**src/sprx_pkg.sv**
```systemverilog
// package: register map, field layout and types for the s/pdif receiver status block
//
// Behaviour
// - stream-format bits 9:6 report detected right channel word length code
// - stream-format bits 5:2 report detected left channel word length code
// - 20-bit max codes: 16=0010 17=1100 18=0100 19=1000 20=1010
// - 24-bit max codes: 20=0011 21=1101 22=0101 23=1001 24=1011
// - stream-format bit 0 reads 0 for linear pcm, 1 for compressed
// - stream-format bit 1 gives compression family, meaningful only when compressed
// - read-only 16-bit compression code register, reset zero
// - losing lock mutes the receiver audio output; a loss in the cycle that auto-resume restarts from muted leaves it playing
// - auto-resume 0 (reset value): stay muted after relock
// - auto-resume 1: restart audio on relock and clear sticky lock-lost
// - lock lost after acquisition sets read-only sticky flag, held while auto-resume is 0
// - sticky flag clears only while auto-resume is 1
// - clock-rate select resets 1: 0 full system clock, 1 divided by two
// - read-only lock flag: 1 when locked, 0 with no valid input
package sprx_pkg;
  localparam logic [15:0] ADDR_LOCK     = 16'hF600;
  localparam logic [15:0] ADDR_FORMAT   = 16'hF602;
  localparam logic [15:0] ADDR_COMPCODE = 16'hF603;
  localparam logic [15:0] ADDR_RESUME   = 16'hF604;
  localparam logic [15:0] ADDR_LOSTFLAG = 16'hF605;
  localparam logic [15:0] ADDR_RATESEL  = 16'hF606;
  localparam logic [15:0] ADDR_INTSTAT  = 16'hF610;
  localparam logic [15:0] ADDR_INTMASK  = 16'hF611;
  localparam int          BYTE_SHIFT    = 2;

  localparam int RIGHT_LSB  = 6;
  localparam int LEFT_LSB   = 2;
  localparam int FAMILY_BIT = 1;
  localparam int COMPR_BIT  = 0;

  localparam logic [15:0] RESET_FORMAT   = 16'h0000;
  localparam logic [15:0] RESET_COMPCODE = 16'h0000;
  localparam logic        RESET_RESUME   = 1'b0;
  localparam logic        RESET_RATESEL  = 1'b1;

  localparam logic [3:0] WL_16 = 4'h2;
  localparam logic [3:0] WL_17 = 4'hC;
  localparam logic [3:0] WL_18 = 4'h4;
  localparam logic [3:0] WL_19 = 4'h8;
  localparam logic [3:0] WL_20 = 4'hA;
  localparam logic [3:0] WL_20_OF_24 = 4'h3;
  localparam logic [3:0] WL_21 = 4'hD;
  localparam logic [3:0] WL_22 = 4'h5;
  localparam logic [3:0] WL_23 = 4'h9;
  localparam logic [3:0] WL_24 = 4'hB;

  // interrupt status bits
  localparam int IRQ_LOST   = 0;
  localparam int IRQ_RELOCK = 1;
  localparam int IRQ_FORMAT = 2;
  localparam int IRQ_W      = 3;

  typedef struct packed {
    logic [3:0]  right_word_len_code;
    logic [3:0]  left_word_len_code;
    logic        compression_family_flag;
    logic        compressed;
    logic [15:0] compression_code;
  } sprx_status_t;

  typedef enum logic [2:0] {
    SPRX_UNLOCKED = 3'b001,
    SPRX_PLAYING  = 3'b010,
    SPRX_MUTED    = 3'b100
  } sprx_state_t;
endpackage

```
**src/sprx_top.sv**
```systemverilog
// module: s/pdif receiver status decode, mute/relock control and apb register slave
`timescale 1ns/1ps
module sprx_top (
  input  wire logic                 pclk,
  input  wire logic                 presetn,
  input  wire logic                 psel,
  input  wire logic                 penable,
  input  wire logic                 pwrite,
  input  wire logic [31:0]          paddr,
  input  wire logic [31:0]          pwdata,
  input  wire logic [3:0]           pstrb,
  output logic                      pready,
  output logic [31:0]               prdata,
  output logic                      pslverr,
  input  wire logic                 rx_lock_in,
  input  wire sprx_pkg::sprx_status_t rx_status_in,
  output logic                      audio_mute,
  output logic                      rx_clock_rate_select,
  output logic                      irq
);

  ////////////////////////////////////////////////////////////////////////////
  // input synchronisers: lock and decoded channel status come from the link side
  logic                   lock_s1;
  logic                   lock_s2;
  logic                   lock_q;
  sprx_pkg::sprx_status_t stat_s1;
  sprx_pkg::sprx_status_t stat_s2;
  sprx_pkg::sprx_status_t stat_q;
  logic                   stat_steady;

  always_ff @(posedge pclk or negedge presetn) begin
    if (!presetn) begin
      lock_s1 <= 1'b0;
      lock_s2 <= 1'b0;
      lock_q  <= 1'b0;
    end else begin
      lock_s1 <= rx_lock_in;
      lock_s2 <= lock_s1;
      lock_q  <= lock_s2;
    end
  end

  // status bits may skew between lanes; they are only sampled while lock is steady
  always_ff @(posedge pclk or negedge presetn) begin
    if (!presetn) begin
      stat_s1 <= '0;
      stat_s2 <= '0;
    end else begin
      stat_s1 <= rx_status_in;
      stat_s2 <= stat_s1;
    end
  end

  // a word must repeat on two edges before it is taken, so a half-changed word is never kept
  always_ff @(posedge pclk or negedge presetn) begin
    if (!presetn) begin
      stat_q <= '0;
    end else begin
      stat_q <= stat_s2;
    end
  end

  assign stat_steady = (stat_s2 == stat_q);

  logic lock_rise;
  logic lock_fall;
  assign lock_rise = lock_s2 & ~lock_q;
  assign lock_fall = ~lock_s2 & lock_q;

  ////////////////////////////////////////////////////////////////////////////
  // apb decode
  logic        acc;
  logic        wr;
  logic        rd;
  logic [15:0] word_addr;
  logic        hit;
  assign acc       = psel & penable;
  // writes land on the edge at which the master sees pready
  assign wr        = acc & pwrite & pready;
  assign rd        = acc & ~pwrite;
  assign word_addr = paddr[17:2];

  always_comb begin
    hit = 1'b0;
    if (paddr[1:0] != 2'b00) begin
      hit = 1'b0;
    end else if (word_addr == sprx_pkg::ADDR_LOCK) begin
      hit = 1'b1;
    end else if (word_addr == sprx_pkg::ADDR_FORMAT) begin
      hit = 1'b1;
    end else if (word_addr == sprx_pkg::ADDR_COMPCODE) begin
      hit = 1'b1;
    end else if (word_addr == sprx_pkg::ADDR_RESUME) begin
      hit = 1'b1;
    end else if (word_addr == sprx_pkg::ADDR_LOSTFLAG) begin
      hit = 1'b1;
    end else if (word_addr == sprx_pkg::ADDR_RATESEL) begin
      hit = 1'b1;
    end else if (word_addr == sprx_pkg::ADDR_INTSTAT) begin
      hit = 1'b1;
    end else if (word_addr == sprx_pkg::ADDR_INTMASK) begin
      hit = 1'b1;
    end
  end

  // low byte lane carries every writable bit
  logic wr_low;
  assign wr_low = wr & hit & pstrb[0];

  ////////////////////////////////////////////////////////////////////////////
  // control registers
  logic auto_resume;
  logic resume_q;
  logic [sprx_pkg::IRQ_W-1:0] int_mask;

  always_ff @(posedge pclk or negedge presetn) begin
    if (!presetn) begin
      auto_resume <= sprx_pkg::RESET_RESUME;
    end else if (wr_low && word_addr == sprx_pkg::ADDR_RESUME) begin
      auto_resume <= pwdata[0];
    end
  end

  always_ff @(posedge pclk or negedge presetn) begin
    if (!presetn) begin
      resume_q <= sprx_pkg::RESET_RESUME;
    end else begin
      resume_q <= auto_resume;
    end
  end

  logic resume_rise;
  assign resume_rise = auto_resume & ~resume_q;

  always_ff @(posedge pclk or negedge presetn) begin
    if (!presetn) begin
      rx_clock_rate_select <= sprx_pkg::RESET_RATESEL;
    end else if (wr_low && word_addr == sprx_pkg::ADDR_RATESEL) begin
      rx_clock_rate_select <= pwdata[0];
    end
  end

  always_ff @(posedge pclk or negedge presetn) begin
    if (!presetn) begin
      int_mask <= '0;
    end else if (wr_low && word_addr == sprx_pkg::ADDR_INTMASK) begin
      int_mask <= pwdata[sprx_pkg::IRQ_W-1:0];
    end
  end

  ////////////////////////////////////////////////////////////////////////////
  // decoded format capture
  sprx_pkg::sprx_status_t fmt;
  logic                   fmt_change;
  assign fmt_change = lock_q & lock_s2 & stat_steady & (stat_s2 != fmt);

  always_ff @(posedge pclk or negedge presetn) begin
    if (!presetn) begin
      fmt <= '0;
    end else if (lock_q && lock_s2 && stat_steady) begin
      fmt <= stat_s2;
    end
  end

  ////////////////////////////////////////////////////////////////////////////
  // mute / relock state machine
  sprx_pkg::sprx_state_t state;
  sprx_pkg::sprx_state_t next_state;

  always_comb begin
    next_state = state;
    case (state)
      sprx_pkg::SPRX_UNLOCKED: begin
        if (lock_rise) begin
          next_state = sprx_pkg::SPRX_PLAYING;
        end
      end
      sprx_pkg::SPRX_PLAYING: begin
        if (lock_fall) begin
          next_state = sprx_pkg::SPRX_MUTED;
        end
      end
      sprx_pkg::SPRX_MUTED: begin
        // manual restart: a 0 to 1 write while locked restarts the receiver
        if (lock_q && (auto_resume || resume_rise)) begin
          next_state = sprx_pkg::SPRX_PLAYING;
        end else begin
          next_state = sprx_pkg::SPRX_MUTED;
        end
      end
      default: next_state = sprx_pkg::SPRX_UNLOCKED;
    endcase
  end

  always_ff @(posedge pclk or negedge presetn) begin
    if (!presetn) begin
      state <= sprx_pkg::SPRX_UNLOCKED;
    end else begin
      state <= next_state;
    end
  end

  always_ff @(posedge pclk or negedge presetn) begin
    if (!presetn) begin
      audio_mute <= 1'b1;
    end else begin
      audio_mute <= (next_state != sprx_pkg::SPRX_PLAYING);
    end
  end

  ////////////////////////////////////////////////////////////////////////////
  // sticky lock-lost flag; a loss in the clearing cycle wins
  logic sticky_lock_lost;

  always_ff @(posedge pclk or negedge presetn) begin
    if (!presetn) begin
      sticky_lock_lost <= 1'b0;
    end else if (lock_fall && state != sprx_pkg::SPRX_UNLOCKED) begin
      sticky_lock_lost <= 1'b1;
    end else if (auto_resume && lock_q) begin
      sticky_lock_lost <= 1'b0;
    end
  end

  ////////////////////////////////////////////////////////////////////////////
  // interrupts: sticky status, cleared by a read, set wins over clear
  logic [sprx_pkg::IRQ_W-1:0] int_stat;
  logic [sprx_pkg::IRQ_W-1:0] int_evt;
  logic                       stat_rd;
  logic [sprx_pkg::IRQ_W-1:0] next_int_stat;
  assign int_evt[sprx_pkg::IRQ_LOST]   = lock_fall;
  assign int_evt[sprx_pkg::IRQ_RELOCK] = lock_rise;
  assign int_evt[sprx_pkg::IRQ_FORMAT] = fmt_change;
  // clear only where prdata is loaded; a second clear would drop an event arriving between
  assign stat_rd = rd & ~pready & (paddr[1:0] == 2'b00) &
                   (word_addr == sprx_pkg::ADDR_INTSTAT);

  always_comb begin
    next_int_stat = int_stat | int_evt;
    if (stat_rd) begin
      next_int_stat = int_evt;
    end
  end

  always_ff @(posedge pclk or negedge presetn) begin
    if (!presetn) begin
      int_stat <= '0;
    end else begin
      int_stat <= next_int_stat;
    end
  end

  always_ff @(posedge pclk or negedge presetn) begin
    if (!presetn) begin
      irq <= 1'b0;
    end else begin
      irq <= |(int_mask & next_int_stat);
    end
  end

  ////////////////////////////////////////////////////////////////////////////
  // read mux; unmapped or misaligned answers slverr with zero data
  logic [15:0] rd_word;

  always_comb begin
    rd_word = 16'h0000;
    if (word_addr == sprx_pkg::ADDR_LOCK) begin
      rd_word = {15'h0000, lock_q};
    end else if (word_addr == sprx_pkg::ADDR_FORMAT) begin
      rd_word = 16'h0000;
      rd_word[sprx_pkg::RIGHT_LSB +: 4] = fmt.right_word_len_code;
      rd_word[sprx_pkg::LEFT_LSB +: 4]  = fmt.left_word_len_code;
      rd_word[sprx_pkg::FAMILY_BIT]     = fmt.compression_family_flag;
      rd_word[sprx_pkg::COMPR_BIT]      = fmt.compressed;
    end else if (word_addr == sprx_pkg::ADDR_COMPCODE) begin
      rd_word = fmt.compression_code;
    end else if (word_addr == sprx_pkg::ADDR_RESUME) begin
      rd_word = {15'h0000, auto_resume};
    end else if (word_addr == sprx_pkg::ADDR_LOSTFLAG) begin
      rd_word = {15'h0000, sticky_lock_lost};
    end else if (word_addr == sprx_pkg::ADDR_RATESEL) begin
      rd_word = {15'h0000, rx_clock_rate_select};
    end else if (word_addr == sprx_pkg::ADDR_INTSTAT) begin
      rd_word = {13'h0000, int_stat};
    end else if (word_addr == sprx_pkg::ADDR_INTMASK) begin
      rd_word = {13'h0000, int_mask};
    end
  end

  // one wait state: pready rises in the second access cycle
  always_ff @(posedge pclk or negedge presetn) begin
    if (!presetn) begin
      pready  <= 1'b0;
      prdata  <= 32'h0000_0000;
      pslverr <= 1'b0;
    end else if (psel && penable && !pready) begin
      pready  <= 1'b1;
      prdata  <= (hit && !pwrite) ? {16'h0000, rd_word} : 32'h0000_0000;
      pslverr <= ~hit;
    end else begin
      pready  <= 1'b0;
      prdata  <= 32'h0000_0000;
      pslverr <= 1'b0;
    end
  end

endmodule // sprx_top

```
**config.mk**
```make
export PLATFORM = sky130hd
export DESIGN_NAME = sprx_top
export DESIGN_NICKNAME = d
export VERILOG_FILES = /design/src/sprx_pkg.sv /design/src/sprx_top.sv
export SDC_FILE = /design/constraint.sdc
export NUM_CORES = 1
export LEC_CHECK = 0
export ABC_AREA = 1
export BUFFER_PORTS_ARGS = -buffer_cell sky130_fd_sc_hd__buf_2
export CAP_MARGIN = 20
export CORE_ASPECT_RATIO = 1.25
export CORE_MARGIN = 4
export CORE_UTILIZATION = 48
export DETAILED_ROUTE_END_ITERATION = 8
export GPL_ROUTABILITY_DRIVEN = 0
export PLACE_DENSITY = 0.69
export SYNTH_ARGS = -nofsm -noshare
export SYNTH_HDL_FRONTEND = slang
export SYNTH_SLANG_ARGS = --single-unit
```
**constraint.sdc**
```tcl
create_clock -name pclk -period 3.1 [get_ports pclk]
set_input_delay 0.155 -clock pclk [delete_from_list [all_inputs] [get_ports pclk]]
set_output_delay 0.155 -clock pclk [all_outputs]
set_load 0.02 [all_outputs]
```
### Word level (Yosys, flattened, before mapping)

Index checks and enable logic that the tools add are counted.

* magnitude comparators: 0
* $add $sub $neg: 0
* reduce and logical (&&, ||, !) cells: 18
* equality and inequality tests: 15
* shift-type cells: 0
* $mul: 0
* muxes and demuxes: 28
* bitwise operators: 23
* divide/modulo/power cells: 0

Operator list (count)
* $eq 16x16->1 const B: 8
* $mux 16: 6
* $eq 26x26->1: 1
* $ne 26x26->1: 1
* $mux 3: 8
* $and 1x1->1: 15
* $mux 1: 13
* $logic_and 1x1->1: 11
* $pmux 3 s3: 1
* $not 1->1: 6
* $reduce_bool 2->1: 2
* $and 3x3->3: 1
* $eq 3x1->1 const B: 1
* $eq 3x2->1 const B: 1
* $eq 3x3->1 const B: 1
* $ne 3x1->1 const B: 1
* $ne 3x2->1 const B: 1
* $or 3x3->3: 1
* $reduce_or 3->1: 1
* $logic_not 1->1: 2
* $logic_not 2->1: 1
* $logic_or 1x1->1: 1

* bits in latches: 0
* word-level logic and storage cells: 119
* memories: 0
* memory bits (writable): 0
* output and inout port bits: 37
* ROM bits: 0
* register bits after elaboration: 156

### Logic depth before layout (Yosys ltp)

* depth in word-level cells: 13
* mapped depth: 12
* gate-level depth less buffers: 12

### Least setup slack after synthesis

OpenSTA, ideal clock, no wires.

* path type: reg2reg
* start: register stat_s2[18] in the netlist's numbering
* end: register fmt[5] in the netlist's numbering
* arrival time: 1.399 ns
* library setup time: 0.121 ns
* path buffers: 1
* data required time: 2.979 ns
* stages on the path, launching flop included: 9
* period minus slack after synthesis: 1.520 ns
* slack: 1.580 ns
* cell sequence: dfrtp_1 -> xor2_1 -> nor3_1 -> nand3_1 -> nor2_4 -> inv_2 -> buf_2 -> nand2_1 -> o21ai_1

* word-level cells in the longest chain between the ends: 2

Ends and longest elaborated chain
* start: declaration: RTL line sprx_top.sv:28 `sprx_pkg::sprx_status_t stat_s2;`
* start signal: assignment: RTL line sprx_top.sv:51 `stat_s2 <= stat_s1;`
* $eq 26x26->1: RTL line sprx_top.sv:64 `assign stat_steady = (stat_s2 == stat_q);`
* $logic_and 1x1->1: RTL line sprx_top.sv:161 `end else if (lock_q && lock_s2 && stat_steady) begin`
* end signal: assignment: RTL line sprx_top.sv:162 `fmt <= stat_s2;`
* end: declaration: RTL line sprx_top.sv:154 `sprx_pkg::sprx_status_t fmt;`

No other way between the ends.
A chain may end at the register's enable or synchronous reset.

### Worst setup path in the final report

* start: register stat_s2[1] in the netlist's numbering
* end: register fmt[9] in the netlist's numbering

Same word-level chain as after synthesis.

==> impl_summary.txt <==
----------------------------------------------------
[Run status]
  Run status ... finished clean

[Yosys]
  Sequential element share of the synthesized area ... 63.2%
  Yosys warns ... 0
  Commonest register cell after synthesis ... sky130_fd_sc_hd__dfrtp_1
  Number of flops mapped to enable cells by yosys ... 0
  Synth Area per Inst ... between 10 and 15 um^2
  Dominant cell type by area after synthesis ... sky130_fd_sc_hd__dfrtp_1
  Share of flip-flops with an asynchronous set or reset after synthesis ... between 90% and 100%
  Share of the synthesized area in the top cell type ... 61.8%
  Netlist area before placement ... between 5000 and 6000 um^2
  Post-Syn Instances ... around 550
  Synth top area cells ... sky130_fd_sc_hd__dfrtp_1, sky130_fd_sc_hd__nand2_1, sky130_fd_sc_hd__nor2_1, sky130_fd_sc_hd__inv_1, sky130_fd_sc_hd__buf_4
  Number of flip-flops and latches in the synthesized netlist ... 139
  Post-synth cell types ... 36

[Setup path]
  Arrival time of data at the critical path endpoint ... about 2.4 ns
  Element type at the critical path start ... register
  Flop2flop setup slack ... around 1.0 ns
  Start-to-end type of the worst setup path ... register to register
  Required time worst endpoint ... 3.38 ns
  Register-to-Register Path Depth ... 11
  Destination of the worst register-to-register timing path ... fmt[9]
  Startpoint of the worst register-to-register path ... stat_s2[1]
  Highest fanout seen on the critical path ... 27
  Crit path capture type ... register

[Route]
  Number of violations reported at the end of detailed-routing iteration 0 ... 173
  TritonRoute pass-1 iters ... 5
  Total Routed Length ... 11.0 mm
  WL/cell ... 13.5 um
  Average vias per placed instance ... around 4.8
  Number of vias in the routed layout ... slightly below 4000
  Number of remaining DRC errors ... 0
  Remaining antenna violation count after routing ... 0

[Job]
  Number of max-capacitance violations reported ... 0

[Global routing]
  Antenna violations before repair ... 0
  Number of global-route vias before repair ... about 4000
  Global-route wire length before repair ... about 19 mm
  Global-route total usage across every layer ... between 10% and 20%
  Largest net degree at the start of global routing ... 95
  Overflow left after global routing ... 0

[Die]
  Die Outline Area ... around 13000 um^2
  Vertical die dimension ... roughly 130 um
  IO Count ... 137
  Die boundary width ... 104 um
  Effective utilization at floorplan ... roughly half
  Placement row count ... 43
  Core area ... approximately 11000 um^2

[Min path]
  Start point of the worst hold path ... penable
  Worst Hold End ... pready
  Cell count of the worst hold path ... 3
  Type of the tightest min-delay check ... primary input to register

[Clocking]
  Clock tree from TritonCTS ... yes
  Root cell of the clock tree ... sky130_fd_sc_hd__clkbuf_16
  Clock sinks ... about 140
  Number of CTS-inserted buffers ... 17
  Cts repair resizes ... 0
  Clock insertion delay at the later pin of the skew report ... approximately 0.41 ns
  Longest Clk Path Bufs ... 2
  Clock transition at the registers of the reported paths ... ~0.060 ns
  Post CTS Setup Buffer Count ... 0
  Hold buffer count at cts ... 30
  Number of H-tree branching levels ... 4

[STA]
  Hold Vio Cnt, Final ... 0
  Fraction of the cycle the final worst path needs ... roughly 67%
  FMAX ... between 400 and 500 MHz
  Final clock skew ... ~0.0052 ns
  Number of failing setup endpoints in the final timing report ... 0
  Setup repair after global routing missed its margin ... false
  Fin Setup TNS ... 0 ns
  Post-layout min period ... approximately 2.1 ns
  Worst relative slew slack ... between 40% and 50%
  Transition time at the pin with the least slew margin ... ~0.8 ns
  Max Slew Vio Count ... 0

[Placed design]
  Input/output buffers ... 74
  HPWL after detailed placement ... between 7 and 8 mm

[Final layout]
  Number of nets at the end of the flow ... 767
  Area added between synthesis and finish ... 24.6%
  Antenna Cells ... 0
  Fraction of layout instances using a drive strength above 1 ... slightly above 20%
  Fillers ... 916

[Power]
  Static Leakage ... approximately 3.4 nW
  Peak supply drop ... 0.000397 V
  Overall power consumption ... 0.00406 W
  Pwr Density ... 592 nW/um^2

----------------------------------------------------
[placed cells by master, fill, tap and decap left out, drive strengths merged, types with 7 or more instances in the layout]
cell type / Yosys / routed
a31oi: 7 / 7
buf: 20 / 77
clkbuf: 1 / 21
conb: 1 / 16
dfrtp: 136 / 136
dlygate4sd3: 0 / 30
inv: 58 / 58
nand2: 123 / 123
nand3: 20 / 20
nand4: 12 / 12
nor2: 68 / 68
nor3: 8 / 8
o21ai: 31 / 31
or2: 15 / 15
xnor2: 13 / 13
xor2: 12 / 12
[metrics by stage]
stage	hold slack, ns	setup WS [ns]	instance area [um^2]	util (%)	instances
finish	0.0150	1.03	6860	61.6	815
global route	0.0142	0.838	6860	61.6	815
floorplan	-0.141	1.58	5560	-	562
CTS	0.00116	1.06	6860	61.6	815
global placement	0.263	1.13	5990	53.8	753
detailed placement	0.264	1.10	5990	53.8	753
[power by group]
part           switching, W  internal (W)
Combinational      0.000125     0.0000929
Clock              0.000723       0.00120
Sequential        0.0000410       0.00188
[area by class of cell]
class,instances,area [um^2],share of cell area [%]
clock buffer,21,450,6.57
sequential,139,3480,50.8
timing repair buffer,107,699,10.2
inverter,59,221,3.23
clock inverter,11,121,1.77
multi-input combinational,343,1720,25.0
tap,135,169,2.46
[worst max-delay path, stage by stage (launching register included)]
cell                      delay (ns)
sky130_fd_sc_hd__dfrtp_1        0.39
sky130_fd_sc_hd__inv_1          0.09
sky130_fd_sc_hd__nand2_1        0.09
sky130_fd_sc_hd__o21ai_0        0.18
sky130_fd_sc_hd__nor2_1         0.14
sky130_fd_sc_hd__nand2_1        0.07
sky130_fd_sc_hd__nor2_1         0.08
sky130_fd_sc_hd__nand2_1        0.09
sky130_fd_sc_hd__nor2_4         0.30
sky130_fd_sc_hd__inv_2          0.28
sky130_fd_sc_hd__nand2_1        0.14
sky130_fd_sc_hd__o21ai_1        0.07
[flip-flops by register name (all words and copies together) (netlist names)]
name	flops
fmt	26
stat_q	26
stat_s1	26
stat_s2	26
prdata	16
int_mask	3
int_stat	3
state	3
audio_mute	1
auto_resume	1
irq	1
lock_q	1
lock_s1	1
lock_s2	1
pready	1
pslverr	1
rx_clock_rate_select	1
sticky_lock_lost	1
[cell families (layout without fill, tap and decap cells)]
group | Yosys count | in the layout | share of synthesized area (%)
buffers and inverters | 80 | 198 | 6.63
AO/OA/AOI/OAI | 54 | 54 | 5.89
flip-flops | 139 | 139 | 63.2
XOR/XNOR | 25 | 25 | 3.98
AND/OR/NAND/NOR | 248 | 248 | 20.2
other | 1 | 16 | 0.0681
[worst max path at each step]
stage,from,to,slack (ns),depth (start not counted)
2_1_floorplan,stat_s2[18],fmt[5],1.58,8
3_3_place_gp,stat_s2[1],fmt[9],1.13,11
4_1_cts,stat_s2[1],fmt[15],1.06,11
3_5_place_dp,stat_s2[1],fmt[15],1.10,11
6_report,stat_s2[1],fmt[9],1.03,11
5_1_grt,stat_s2[1],fmt[9],0.84,11
[metal layers]
metal,vias to the layer above,part of all wire (%),global-route usage (%)
li1,1944,-,-
met1,1799,42,21.4
met2,103,50,30.4
met3,27,4.9,5.39
met4,0,2.6,6.81
met5,-,0,0
[cells in the mapped netlist (7+ instances only)]
cell type,count
sky130_fd_sc_hd__o21ai_0,19
sky130_fd_sc_hd__nor3_1,8
sky130_fd_sc_hd__nand3_1,18
sky130_fd_sc_hd__xnor2_1,13
sky130_fd_sc_hd__buf_4,16
sky130_fd_sc_hd__o21ai_1,12
sky130_fd_sc_hd__a31oi_1,7
sky130_fd_sc_hd__xor2_1,12
sky130_fd_sc_hd__inv_1,55
sky130_fd_sc_hd__or2_2,15
sky130_fd_sc_hd__nand4_1,11
sky130_fd_sc_hd__dfrtp_1,136
sky130_fd_sc_hd__nor2_1,63
sky130_fd_sc_hd__nand2_1,122
(Power assumes the default switching activity.)
